$ cat src/hw/cid_pkg.sv
// Purpose: Shared constants and types for the counter control-input decoder
// Assumes: CLK_SYS at 40 MHz, four BCD digits
// Notes:   Tri-level pins arrive as a two-bit code, see cid_tri_type
package cid_pkg;
    // ----------------------------------------------------------------
    // Timing
    // ----------------------------------------------------------------
    localparam int CLK_MHZ = 40;
    localparam int SCAN_T_NS = 100000;  // Digit on-time in ns
    localparam int SCAN_CYC = SCAN_T_NS * CLK_MHZ / 1000;
    localparam logic [11:0] SCAN_LAST = 12'(SCAN_CYC - 1);
    localparam logic [1:0] LAST_DIGIT = 2'h3;  // fourth_digit_strobe

    // ----------------------------------------------------------------
    // Register map and reset values
    // ----------------------------------------------------------------
    localparam logic [3:0] OFF_STATUS = 4'h0;
    localparam logic [3:0] OFF_MASK = 4'h4;
    localparam logic [3:0] OFF_COUNT = 4'h8;
    localparam logic [3:0] OFF_COMPARE = 4'hC;
    localparam int EV_MATCH = 0;
    localparam int EV_ZERO = 1;
    localparam int EV_CARRY = 2;
    localparam logic [2:0] STATUS_RST = 3'h0;
    localparam logic [2:0] MASK_RST = 3'h0;
    localparam logic [15:0] COUNT_RST = 16'h0000;
    localparam logic [3:0] BCD_MAX = 4'h9;

    // ----------------------------------------------------------------
    // Types
    // ----------------------------------------------------------------
    typedef enum logic [1:0] {
        CID_FLOAT = 2'b00,
        CID_LOW = 2'b01,
        CID_HIGH = 2'b10
    } cid_tri_type;

    // Segment order {g,f,e,d,c,b,a}; every digit lights a or b
    function automatic logic [6:0] cid_seg7(input logic [3:0] v);
        case (v)
            4'h0: return 7'h3F;
            4'h1: return 7'h06;
            4'h2: return 7'h5B;
            4'h3: return 7'h4F;
            4'h4: return 7'h66;
            4'h5: return 7'h6D;
            4'h6: return 7'h7D;
            4'h7: return 7'h07;
            4'h8: return 7'h7F;
            4'h9: return 7'h6F;
            default: return 7'h00;
        endcase
    endfunction
endpackage

$ cat src/hw/cid_scan_if.sv
// Purpose: Link between the decoder core and the digit scanner
// Assumes: One clock domain
// Notes:   step is a one-cycle pulse at the end of each digit slot
interface cid_scan_if;
    logic stop;
    logic step;
    logic [1:0] digit;
    modport scanner (input stop, output step, output digit);
    modport user (output stop, input step, input digit);
endinterface

$ cat src/hw/cid_scan.sv
// Purpose: Free-running multiplex scan, one digit slot per SCAN_CYC cycles
// Assumes: Stop is already synchronised
// Notes:   Stopping parks the scan on the fourth digit
module cid_scan (
    // Clock and reset
    input wire logic clk,
    input wire logic srst,
    // Scan link
    cid_scan_if.scanner sif
);
    logic [11:0] div;
    logic [1:0] digit;

    // Slot divider, held at zero while stopped
    always_ff @(posedge clk) begin
        if (srst || sif.stop) begin
            div <= 12'h000;
        end else if (div == cid_pkg::SCAN_LAST) begin
            div <= 12'h000;
        end else begin
            div <= div + 12'h001;
        end
    end

    assign sif.step = !sif.stop && (div == cid_pkg::SCAN_LAST);

    // Digit pointer; wraps from the fourth digit to the first
    always_ff @(posedge clk) begin
        if (srst || sif.stop) begin
            digit <= cid_pkg::LAST_DIGIT;
        end else if (sif.step) begin
            digit <= digit + 2'h1;
        end
    end

    assign sif.digit = digit;
endmodule // cid_scan

$ cat src/hw/cid_trilevel.sv
// Purpose: Synchronise and decode the three tri-level control pins
// Assumes: Each pin arrives as {high,low} detector bits; 00 is floating
// Notes:   The impossible code 11 decodes as floating (normal operation)
module cid_trilevel (
    // Clock and reset
    input wire logic clk,
    input wire logic srst,
    // Raw pin codes, three pairs
    input wire logic [5:0] raw,
    // Decoded states, three pairs of cid_tri_type codes
    output logic [5:0] state
);
    logic [5:0] s1;
    logic [5:0] s2;

    // Two-stage synchroniser; s1 feeds only s2
    always_ff @(posedge clk) begin
        if (srst) begin
            s1 <= 6'h00;
            s2 <= 6'h00;
        end else begin
            s1 <= raw;
            s2 <= s1;
        end
    end

    // Per pin decode into three distinct states
    for (genvar i = 0; i < 3; i++) begin : g_pin
        assign state[2*i +: 2] = (s2[2*i +: 2] == 2'b11) ?
            cid_pkg::CID_FLOAT : s2[2*i +: 2];
    end
endmodule // cid_trilevel

$ cat src/hw/cid_core.sv
// Purpose: Four-digit up/down BCD counter with compare register, latches,
//          multiplexed display/BCD port and tri-level control decoding
// Assumes: Control and BCD pins asynchronous to CLK_SYS; count input already debounced
// Notes:   Registers reached over a plain strobe port, read data one cycle late
//
// Decided for this implementation: the placing of the registers and the strobed register port.
module cid_core (
    // Clock and reset
    input wire logic CLK_SYS,
    input wire logic SRST,
    // Two-level control pins
    input wire logic COUNT_IN,
    input wire logic UP_DOWN,
    input wire logic STORE_N,
    input wire logic RESET_N,
    // Tri-level control pins, {high,low} detector pairs
    input wire logic [1:0] LOAD_CNT,
    input wire logic [1:0] LOAD_REG,
    input wire logic [1:0] DISP_CTL,
    // BCD port
    input wire logic [3:0] BCD_I,
    output logic [3:0] BCD_O,
    output logic BCD_OE_N,
    // Display
    output logic [3:0] DIGIT_STB,
    output logic [6:0] SEG,
    // Status pins
    output logic MATCH,
    output logic ZERO,
    output logic CARRY_BORROW,
    // Register port
    input wire logic [3:0] ADDR,
    input wire logic [31:0] WDATA,
    input wire logic WR,
    input wire logic RD,
    output logic [31:0] RDATA,
    output logic IRQ
);
    logic [7:0] pin_s1;
    logic [7:0] pin_s2;
    logic count_prev;
    logic count_evt;
    logic [5:0] tri_st;
    cid_pkg::cid_tri_type lc_st;
    cid_pkg::cid_tri_type lr_st;
    cid_pkg::cid_tri_type dc_st;
    logic up;
    logic store_n_s;
    logic rst_n_s;
    logic load_cnt;
    logic load_reg;
    logic port_off;
    logic disp_off;
    logic [15:0] count;
    logic [15:0] cmp;
    logic [15:0] latch;
    logic [15:0] step_val;
    logic [4:0] chain;
    logic [4:0] lead;
    logic [3:0] cur_nib;
    logic cur_blank;
    logic do_count;
    logic match_prev;
    logic zero_prev;
    logic [2:0] events;
    logic [2:0] status;
    logic [2:0] mask;

    cid_scan_if sif ();

    // ----------------------------------------------------------------
    // Pin synchronisers and control decode
    // ----------------------------------------------------------------
    // Order {COUNT_IN, UP_DOWN, STORE_N, RESET_N, BCD_I}; control idle levels high
    always_ff @(posedge CLK_SYS) begin
        if (SRST) begin
            pin_s1 <= 8'hF0;
            pin_s2 <= 8'hF0;
            count_prev <= 1'b1;
        end else begin
            pin_s1 <= {COUNT_IN, UP_DOWN, STORE_N, RESET_N, BCD_I};
            pin_s2 <= pin_s1;
            count_prev <= pin_s2[7];
        end
    end

    assign count_evt = pin_s2[7] && !count_prev;
    assign up = pin_s2[6];
    assign store_n_s = pin_s2[5];
    assign rst_n_s = pin_s2[4];

    cid_trilevel u_tri (
        .clk(CLK_SYS),
        .srst(SRST),
        .raw({DISP_CTL, LOAD_REG, LOAD_CNT}),
        .state(tri_st)
    );

    assign lc_st = cid_pkg::cid_tri_type'(tri_st[1:0]);
    assign lr_st = cid_pkg::cid_tri_type'(tri_st[3:2]);
    assign dc_st = cid_pkg::cid_tri_type'(tri_st[5:4]);
    assign load_cnt = (lc_st == cid_pkg::CID_HIGH);
    assign load_reg = (lr_st == cid_pkg::CID_HIGH);
    assign port_off = (lc_st == cid_pkg::CID_LOW) || (lr_st == cid_pkg::CID_LOW);
    assign disp_off = (lr_st == cid_pkg::CID_LOW);
    assign sif.stop = disp_off;

    cid_scan u_scan (
        .clk(CLK_SYS),
        .srst(SRST),
        .sif(sif)
    );

    // ----------------------------------------------------------------
    // Counter datapath
    // ----------------------------------------------------------------
    // Ripple of per-digit increment/decrement and leading-zero detect
    assign chain[0] = 1'b1;
    assign lead[4] = 1'b1;
    for (genvar i = 0; i < 4; i++) begin : g_digit
        logic [3:0] d;
        assign d = count[4*i +: 4];
        assign chain[i+1] = chain[i] && (up ? (d == cid_pkg::BCD_MAX) : (d == 4'h0));
        assign step_val[4*i +: 4] = !chain[i] ? d :
            up ? ((d == cid_pkg::BCD_MAX) ? 4'h0 : d + 4'h1) :
            ((d == 4'h0) ? cid_pkg::BCD_MAX : d - 4'h1);
        assign lead[i] = lead[i+1] && (latch[4*i +: 4] == 4'h0);
    end

    // Counting pauses while the counter is being loaded from the port
    assign do_count = count_evt && !load_cnt && rst_n_s;

    // Counter; keeps running with the display off
    always_ff @(posedge CLK_SYS) begin
        if (SRST) begin
            count <= cid_pkg::COUNT_RST;
        end else if (!rst_n_s) begin
            count <= cid_pkg::COUNT_RST;
        end else if (load_cnt && sif.step) begin
            count[4*sif.digit +: 4] <= pin_s2[3:0];
        end else if (do_count) begin
            count <= step_val;
        end
    end

    // Compare register; the reset pin does not touch it
    always_ff @(posedge CLK_SYS) begin
        if (SRST) begin
            cmp <= cid_pkg::COUNT_RST;
        end else if (load_reg && sif.step) begin
            cmp[4*sif.digit +: 4] <= pin_s2[3:0];
        end
    end

    // Carry/borrow pulse on wrap past 9999 or below 0000
    always_ff @(posedge CLK_SYS) begin
        if (SRST) begin
            CARRY_BORROW <= 1'b0;
        end else begin
            CARRY_BORROW <= do_count && chain[4];
        end
    end

    // Output latches follow the counter while store is low
    always_ff @(posedge CLK_SYS) begin
        if (SRST) begin
            latch <= cid_pkg::COUNT_RST;
        end else if (!store_n_s) begin
            latch <= count;
        end
    end

    // Compare outputs are plain gates, so they glitch while a load crosses codes
    assign MATCH = (count == cmp);
    assign ZERO = (count == cid_pkg::COUNT_RST);

    // ----------------------------------------------------------------
    // Display and BCD port
    // ----------------------------------------------------------------
    assign cur_nib = latch[4*sif.digit +: 4];
    assign cur_blank = lead[sif.digit] && (sif.digit != 2'h0) &&
        (dc_st != cid_pkg::CID_LOW);

    // Registered drivers; strobes lag the scan pointer by one cycle
    always_ff @(posedge CLK_SYS) begin
        if (SRST) begin
            SEG <= 7'h00;
            DIGIT_STB <= 4'h0;
            BCD_O <= 4'h0;
            BCD_OE_N <= 1'b1;
        end else begin
            if (disp_off || dc_st == cid_pkg::CID_HIGH || cur_blank) begin
                SEG <= 7'h00;
            end else begin
                SEG <= cid_pkg::cid_seg7(cur_nib);
            end
            DIGIT_STB <= disp_off ? 4'h0 : (4'h1 << sif.digit);
            BCD_O <= cur_nib;
            // Port turns round to input while either load samples it
            BCD_OE_N <= port_off || load_cnt || load_reg;
        end
    end

    // ----------------------------------------------------------------
    // Events, status and register port
    // ----------------------------------------------------------------
    // Start high: count and register both clear, so no false edge after reset
    always_ff @(posedge CLK_SYS) begin
        if (SRST) begin
            match_prev <= 1'b1;
            zero_prev <= 1'b1;
        end else begin
            match_prev <= MATCH;
            zero_prev <= ZERO;
        end
    end

    assign events[cid_pkg::EV_MATCH] = MATCH && !match_prev;
    assign events[cid_pkg::EV_ZERO] = ZERO && !zero_prev;
    assign events[cid_pkg::EV_CARRY] = CARRY_BORROW;

    // Sticky status, write one to clear; a new event beats the clear
    always_ff @(posedge CLK_SYS) begin
        if (SRST) begin
            status <= cid_pkg::STATUS_RST;
        end else if (WR && ADDR == cid_pkg::OFF_STATUS) begin
            status <= (status & ~WDATA[2:0]) | events;
        end else begin
            status <= status | events;
        end
    end

    always_ff @(posedge CLK_SYS) begin
        if (SRST) begin
            mask <= cid_pkg::MASK_RST;
        end else if (WR && ADDR == cid_pkg::OFF_MASK) begin
            mask <= WDATA[2:0];
        end
    end

    // Read data stand only in the cycle after the strobe
    always_ff @(posedge CLK_SYS) begin
        if (SRST || !RD) begin
            RDATA <= 32'h0000_0000;
        end else begin
            case (ADDR)
                cid_pkg::OFF_STATUS: RDATA <= {29'h0, status};
                cid_pkg::OFF_MASK: RDATA <= {29'h0, mask};
                cid_pkg::OFF_COUNT: RDATA <= {16'h0000, count};
                cid_pkg::OFF_COMPARE: RDATA <= {16'h0000, cmp};
                default: RDATA <= 32'h0000_0000;
            endcase
        end
    end

    assign IRQ = |(status & mask);
endmodule // cid_core

$ cat config.mk
export PLATFORM = sky130hd
export DESIGN_NAME = cid_core
export DESIGN_NICKNAME = d
export VERILOG_FILES = /design/src/hw/cid_pkg.sv /design/src/hw/cid_scan_if.sv /design/src/hw/cid_scan.sv /design/src/hw/cid_trilevel.sv /design/src/hw/cid_core.sv
export SDC_FILE = /design/constraint.sdc
export NUM_CORES = 1
export LEC_CHECK = 0
export ABC_AREA = 1
export BUFFER_PORTS_ARGS = -buffer_cell sky130_fd_sc_hd__buf_2
export CAP_MARGIN = 10
export CORE_MARGIN = 2
export CORE_UTILIZATION = 40
export CTS_CLUSTER_DIAMETER = 30
export DETAILED_ROUTE_END_ITERATION = 16
export HOLD_SLACK_MARGIN = 0.06
export PLACE_DENSITY_LB_ADDON = 0.08
export SYNTH_ARGS = -nofsm -noshare
export SYNTH_HDL_FRONTEND = slang
export SYNTH_SLANG_ARGS = --single-unit
$ cat constraint.sdc
create_clock -name CLK_SYS -period 2.5 [get_ports CLK_SYS]
set_clock_uncertainty 0.05 [all_clocks]
set_input_delay 0.25 -clock CLK_SYS [delete_from_list [all_inputs] [get_ports CLK_SYS]]
set_output_delay 0.25 -clock CLK_SYS [all_outputs]
set_load 0.03 [all_outputs]
==> results of run 1 <==
-- final cells by class --
class | instances | share of cell area
inverter | 112 | 0.0552
tap | 216 | 0.0355
sequential | 132 | 0.347
timing repair buffer | 89 | 0.0736
multi-input combinational | 648 | 0.409
clock buffer | 19 | 0.0594
clock inverter | 12 | 0.0204
-- logic make-up after synthesis --
kind of cell               after synthesis
xor gates and xnor gates                13
other                                    1
AOI/OAI and AO/OA                      146
DFF                                    132
buffers and inverters                  156
and+or+nand+nor                        462
adders and majority gates               11
-- cells in the final DEF, fill, tap and decap left out, drive strengths merged, types with 16 or more instances in the layout --
| cell | netlist | final |
|---|---|---|
| clkbuf | 17 | 19 |
| nand2 | 189 | 189 |
| dfxtp | 132 | 132 |
| inv | 110 | 111 |
| nor2 | 145 | 145 |
| nand4 | 29 | 29 |
| dlygate4sd3 | 0 | 17 |
| nand3 | 68 | 68 |
| buf | 27 | 72 |
| conb | 1 | 16 |
| nor3 | 17 | 17 |
| o21ai | 57 | 57 |
| a21oi | 71 | 71 |
-- timing repair --
item                                    CTS  global route
hold buffers                             17             0
endpoints found under the setup margin    1             1
hold endpoints to repair                 17             0
gates resized for setup                   1             1
pin swaps                                 0             0
-- worst min-delay path: stages --
cell                      delay, ns
sky130_fd_sc_hd__buf_2         0.14
sky130_fd_sc_hd__nand3_1       0.08
sky130_fd_sc_hd__a21oi_1       0.06
-- path summary, 6_finish.rpt --
check | from | endpoint | slack, ns | cells past startpoint
worst max-delay path | count[14] | ZERO | 0.18 | 6
worst min-delay path | WR | mask[2] | 0.11 | 3
worst max register to register | u_scan.sif.digit[0] | SEG[4] | 0.28 | 8
worst min register to register | pin_s1[0] | pin_s2[0] | 0.35 | 2
-- sequential cells by signal, indices dropped and copies added (netlist names) --
signal and cells:
BCD_O 4, BCD_OE_N 1, CARRY_BORROW 1, DIGIT_STB 4
RDATA 16, SEG 7, cmp 16, count 16
count_prev 1, latch 16, mask 3, match_prev 1
pin_s1 8, pin_s2 8, status 3, u_scan.div 12
u_scan.sif.digit 2, u_tri.s1 6, u_tri.s2 6, zero_prev 1
-- per-stage QoR --
stage	utilization	setup WS (ns)
after CTS	0.485	0.125
after global placement	0.435	0.346
final	0.485	0.182
after floorplan	-	0.400
after detailed placement	0.435	0.281
after global routing	0.485	0.0109
-- metal layers --
layer,global-route usage,vias up,share of wire
li1,-,3097,-
met4,0.0879,0,0.022
met5,0,-,0
met2,0.315,140,0.44
met1,0.292,2616,0.49
met3,0.0459,26,0.048
-- power groups by stage --
stage	Sequential, W	Combinational, W	Clock [W]
final	0.00219	0.000355	0.00256
after global routing	0.00220	0.000397	0.00274
after CTS	0.00219	0.000356	0.00262
after detailed placement	0.00224	0.000334	0
after global placement	0.00224	0.000332	0
after floorplan	0.00226	0.000233	0
==> impl_metrics.ini, run 1 <==
[clock_tree]
cts.sink_count = 132
cts.path.max_buffers = 2
clk-insertion-delay-late_ns = 0.43
cts_setup_buffers = 0
cts_buffers = 17
htree_num_levels = 4
clk_root_buffer_cell = sky130_fd_sc_hd__clkbuf_16
cts.clk_slew.worst_paths_ns = 0.06
tritoncts = done

[global_route]
grt_max_degree = 47
global_route.usage.total = 0.210
global_route.overflow_total = 0
via_count_of_the_first_global_routing_pass = 5273
number_of_antenna_violations_at_the_first_check_in_global_routing = 0
global_route_wire_length_before_repair_um = 27300

[timing]
hold_viol = 0
min_period_ns = 2.32
final.period_utilization = 0.927
drv_slew = 0
timing.setup.tns_ns = 0
worst_hold_slack_after_final_layout_ns = 0.105
worst_slew_pin_slew_ns = 0.682
rsz0062_at_grt = no
slew-limit-headroom = 0.542
report.final.setup_viol = 0
fmax_mhz = 431

[routing]
total_wirelength_um = 16800
ant_nets = 0
num_vias = 5879
drc = 0
routed_wire_length_per_instance_um = 13.6
via_per_inst = 4.79
detail_route.first_pass.iterations = 6
drtIter0Drc = 484

[die]
die-height_um = 130
boundaryPins = 106
die_width_um = 130
die-area_um2 = 16900
num_rows = 46
initial_utilization = 0.405
core_area_um2 = 15700

[outcome]
run_status = finished, final reports clean

[synth]
synth_enable_flop_cells = 0
synth-compound-area-share = 0.120
ys_top_cells_by_count = sky130_fd_sc_hd__nand2_1 (187), sky130_fd_sc_hd__nor2_1 (138), sky130_fd_sc_hd__dfxtp_1 (132)
synth.yosys.seq_area_share = 0.415
ffs_latches_synth = 132
post_synth_num_cell_types = 38
synth-simple-area-share = 0.320
synth-adder-area-share = 0.0216
fraction_of_synthesis_flops_using_an_asynchronous_set_or_reset_pin = 0
yosysWarningCount = 0
post-synth-top-count-cell = sky130_fd_sc_hd__nand2_1
synth_xor_area_frac = 0.0179
synth_top_cell_by_area = sky130_fd_sc_hd__dfxtp_1
post-synth-top-area-fraction = 0.415
synth.cell_area_um2 = 6370
synthFlopType = sky130_fd_sc_hd__dfxtp_1
syn-instance-count = 921
synth.area.mux_share = 0
synth.avg_cell_area_um2 = 6.91
ys_top_cells_by_area = sky130_fd_sc_hd__dfxtp_1 (42%), sky130_fd_sc_hd__nand2_1 (11%), sky130_fd_sc_hd__nor2_1 (8.1%)
dominant_combinational_cell_family_by_area_after_synthesis = simple AND/OR/NAND/NOR gates

[hold_path]
min-delay-path-class = input pin to flop

[setup_path]
worst_path_max_delay_cell = sky130_fd_sc_hd__dfxtp_1
crit_arrival_ns = 2.02
worst_path_dominant_cell_family = simple AND/OR/NAND/NOR gates
setup.worst_path.class = flop to output port
critical_path_peak_fanout = 6
cell_chain_of_the_critical_path = inv_1 > nand2_1 > nor2_1 > nand3_1 > nor3_2 > buf_2
worst_setup_path_start_kind = flop
critical_path.n_buffers_inverters = 2
critPathCaptureType = output port
worstPathRequired_ns = 2.20
timing.critical_path.slowest_cell_delay_ns = 0.37

[flow_run]
max_cap_viols = 0

[power_and_ir_drop]
pwr-share-seq = 0.429
power_w = 0.00511
p_per_area_nw_per_um2 = 671
share_comb_of_total_power = 0.070
power_switching_share = 0.239
cellLeakagePower_nw = 3.49
p_clk_frac = 0.501
internal_power_w = 0.00389
vdd_drop_max_v = 0.000462
p_sw_w = 0.00122

[layout]
fillerInstances = 1636
antenna_cells = 0
layout.cells.non_filler = 1228
layout.area.seq_um2 = 2640
drive_above_1_share = 0.132
area_growth_syn_to_layout_pct = 19.7
final_net_count = 1065
post-route-cell-area_um2 = 7620
multi_input_area_um2 = 3120

[place]
finalWeightedCongestion = 0.923
dp_cells = 1180
place_area_um2 = 6830
port_buffers = 60
hpwl_um = 12300
No activity file was read; power rests on OpenSTA's default activity.
==> inputs of run 2 (changes only) <==
--- a/config.mk
+++ b/config.mk
@@ -13,7 +13,7 @@
 export CTS_CLUSTER_DIAMETER = 30
 export DETAILED_ROUTE_END_ITERATION = 16
 export HOLD_SLACK_MARGIN = 0.06
-export PLACE_DENSITY_LB_ADDON = 0.08
+export PLACE_DENSITY = 0.57
 export SYNTH_ARGS = -nofsm -noshare
 export SYNTH_HDL_FRONTEND = slang
 export SYNTH_SLANG_ARGS = --single-unit
==> impl_metrics.ini, run 2 (synthesis results as in run 1) <==
[routing]
routed_wire_length_per_instance_um = 13.4
num_vias = 5911
drtIter0Drc = 518
drc = 0
total_wirelength_um = 16400
ant_nets = 0
detail_route.first_pass.iterations = 5
via_per_inst = 4.82

[outcome]
run_status = finished, final reports clean

[power_and_ir_drop]
vdd_drop_max_v = 0.000440
internal_power_w = 0.00386
power_switching_share = 0.242
cellLeakagePower_nw = 3.48
pwr-share-seq = 0.432
p_sw_w = 0.00123
share_comb_of_total_power = 0.069
p_clk_frac = 0.499
p_per_area_nw_per_um2 = 669

[timing]
final.period_utilization = 0.936
hold_viol = 0
worst_slew_pin_slew_ns = 0.688
min_period_ns = 2.34
report.final.setup_viol = 0
drv_slew = 0
timing.setup.tns_ns = 0
fmax_mhz = 427
slew-limit-headroom = 0.540
rsz0062_at_grt = no

[global_route]
via_count_of_the_first_global_routing_pass = 5256
number_of_antenna_violations_at_the_first_check_in_global_routing = 0
global_route_wire_length_before_repair_um = 26500
met2_usage = 0.310
global_route.overflow_total = 0
gr-usage-met3 = 0.0418
grt_max_degree = 47
globalRoute.busiestLayer = met2
grtUsageMet1 = 0.282
global_route.usage.total = 0.203

[clock_tree]
cts.clk_slew.worst_paths_ns = 0.06
htree_num_levels = 4
cts_buffers = 17
cts.sink_count = 132
tritoncts = done
clk-insertion-delay-late_ns = 0.42
cts.path.max_buffers = 2
clk_root_buffer_cell = sky130_fd_sc_hd__clkbuf_16
cts_setup_buffers = 0

[layout]
drive_above_1_share = 0.131
antenna_cells = 0
fillerInstances = 1595
most-common-layout-cells = sky130_fd_sc_hd__nand2_1 (187), sky130_fd_sc_hd__nor2_1 (137), sky130_fd_sc_hd__dfxtp_1 (132)
layout_commonest_cell = sky130_fd_sc_hd__nand2_1
layout.cells.non_filler = 1227
final_net_count = 1063
area_growth_syn_to_layout_pct = 19.4

[place]
finalWeightedCongestion = 0.856
port_buffers = 60
dp_cells = 1178
hpwl_um = 11900

[die]
die-area_um2 = 16900
die-height_um = 130
boundaryPins = 106
core_area_um2 = 15700
initial_utilization = 0.405
die_width_um = 130
num_rows = 46

[hold_path]
min-delay-path-class = input pin to flop
timing.hold.worst_path_depth = 3

[setup_path]
critical_path_peak_fanout = 6
setup.worst_path.class = flop to output port
cell_chain_of_the_critical_path = inv_1 > nand2_1 > nor2_1 > nand3_1 > nor3_2 > buf_2
reg2regPathDepth = 8
worst_setup_path_start_kind = flop
critPathCaptureType = output port
worstPathRequired_ns = 2.20
timing.critical_path.slowest_cell_delay_ns = 0.37
worst_path_max_delay_cell = sky130_fd_sc_hd__dfxtp_1
crit_arrival_ns = 2.04
path_depth = 6
critical_path.n_buffers_inverters = 2
worst_path_dominant_cell_family = simple AND/OR/NAND/NOR gates

[flow_run]
max_cap_viols = 0
run 2: routing by layer:
metal	vias to the layer above	share of wire
li1	3099	-
met1	2651	0.49
met2	138	0.44
met3	23	0.048
met4	0	0.021
met5	-	0
run 2: worst reg2reg max path: cells and delay by family (launching register included):
kind,cells,cell delay [ns]
AOI/OAI and AO/OA,2,0.47
and+or+nand+nor,3,0.46
DFF,1,0.31
adders and majority gates,1,0.24
buffers and inverters,2,0.52
run 2: stage by stage:
stage / util / hold WS [ns] / instance area, um2 / total power, W / worst slack, ns
global placement: 0.434 / 0.341 / 6820 / 0.00257 / 0.381
floorplan: - / 0.304 / 6420 / 0.00249 / 0.400
finish: 0.484 / 0.115 / 7600 / 0.00508 / 0.161
detailed placement: 0.434 / 0.343 / 6820 / 0.00257 / 0.323
global route: 0.484 / 0.119 / 7600 / 0.00527 / 0.0349
CTS: 0.484 / 0.0994 / 7600 / 0.00513 / 0.118
run 2: final timing paths:
path / start / end / slack [ns]
worst max-delay path: count[14] / ZERO / 0.16
worst min-delay path: WR / mask[2] / 0.11
worst min register to register: u_tri.s1[2] / u_tri.s2[2] / 0.35
worst max register to register: u_scan.sif.digit[0] / SEG[4] / 0.31
run 2: area by class of cell:
class / instances / area, um2 / area share
clock inverter: 10 / 121 / 0.0160
clock buffer: 22 / 484 / 0.0637
sequential: 132 / 2640 / 0.348
multi-input combinational: 648 / 3120 / 0.410
inverter: 112 / 420 / 0.0553
timing repair buffer: 87 / 546 / 0.0718
tap: 216 / 270 / 0.0355
run 2: repair_timing:
action | 4_1_cts | 5_1_grt
gates resized for setup | 1 | 1
cloned | 0 | 0
endpoints found under the setup margin | 1 | 1
pin swaps | 0 | 0
hold buffers | 17 | 0
endpoints found under the hold margin | 17 | 0
run 2: power by group through the flow:
| stage | Clock (W) | Sequential, W | Combinational, W |
|---|---|---|---|
| 2_1_floorplan | 0 | 0.00226 | 0.000233 |
| 3_3_place_gp | 0 | 0.00224 | 0.000329 |
| 3_5_place_dp | 0 | 0.00224 | 0.000331 |
| 4_1_cts | 0.00258 | 0.00219 | 0.000353 |
| 5_1_grt | 0.00268 | 0.00220 | 0.000394 |
| 6_report | 0.00254 | 0.00219 | 0.000352 |
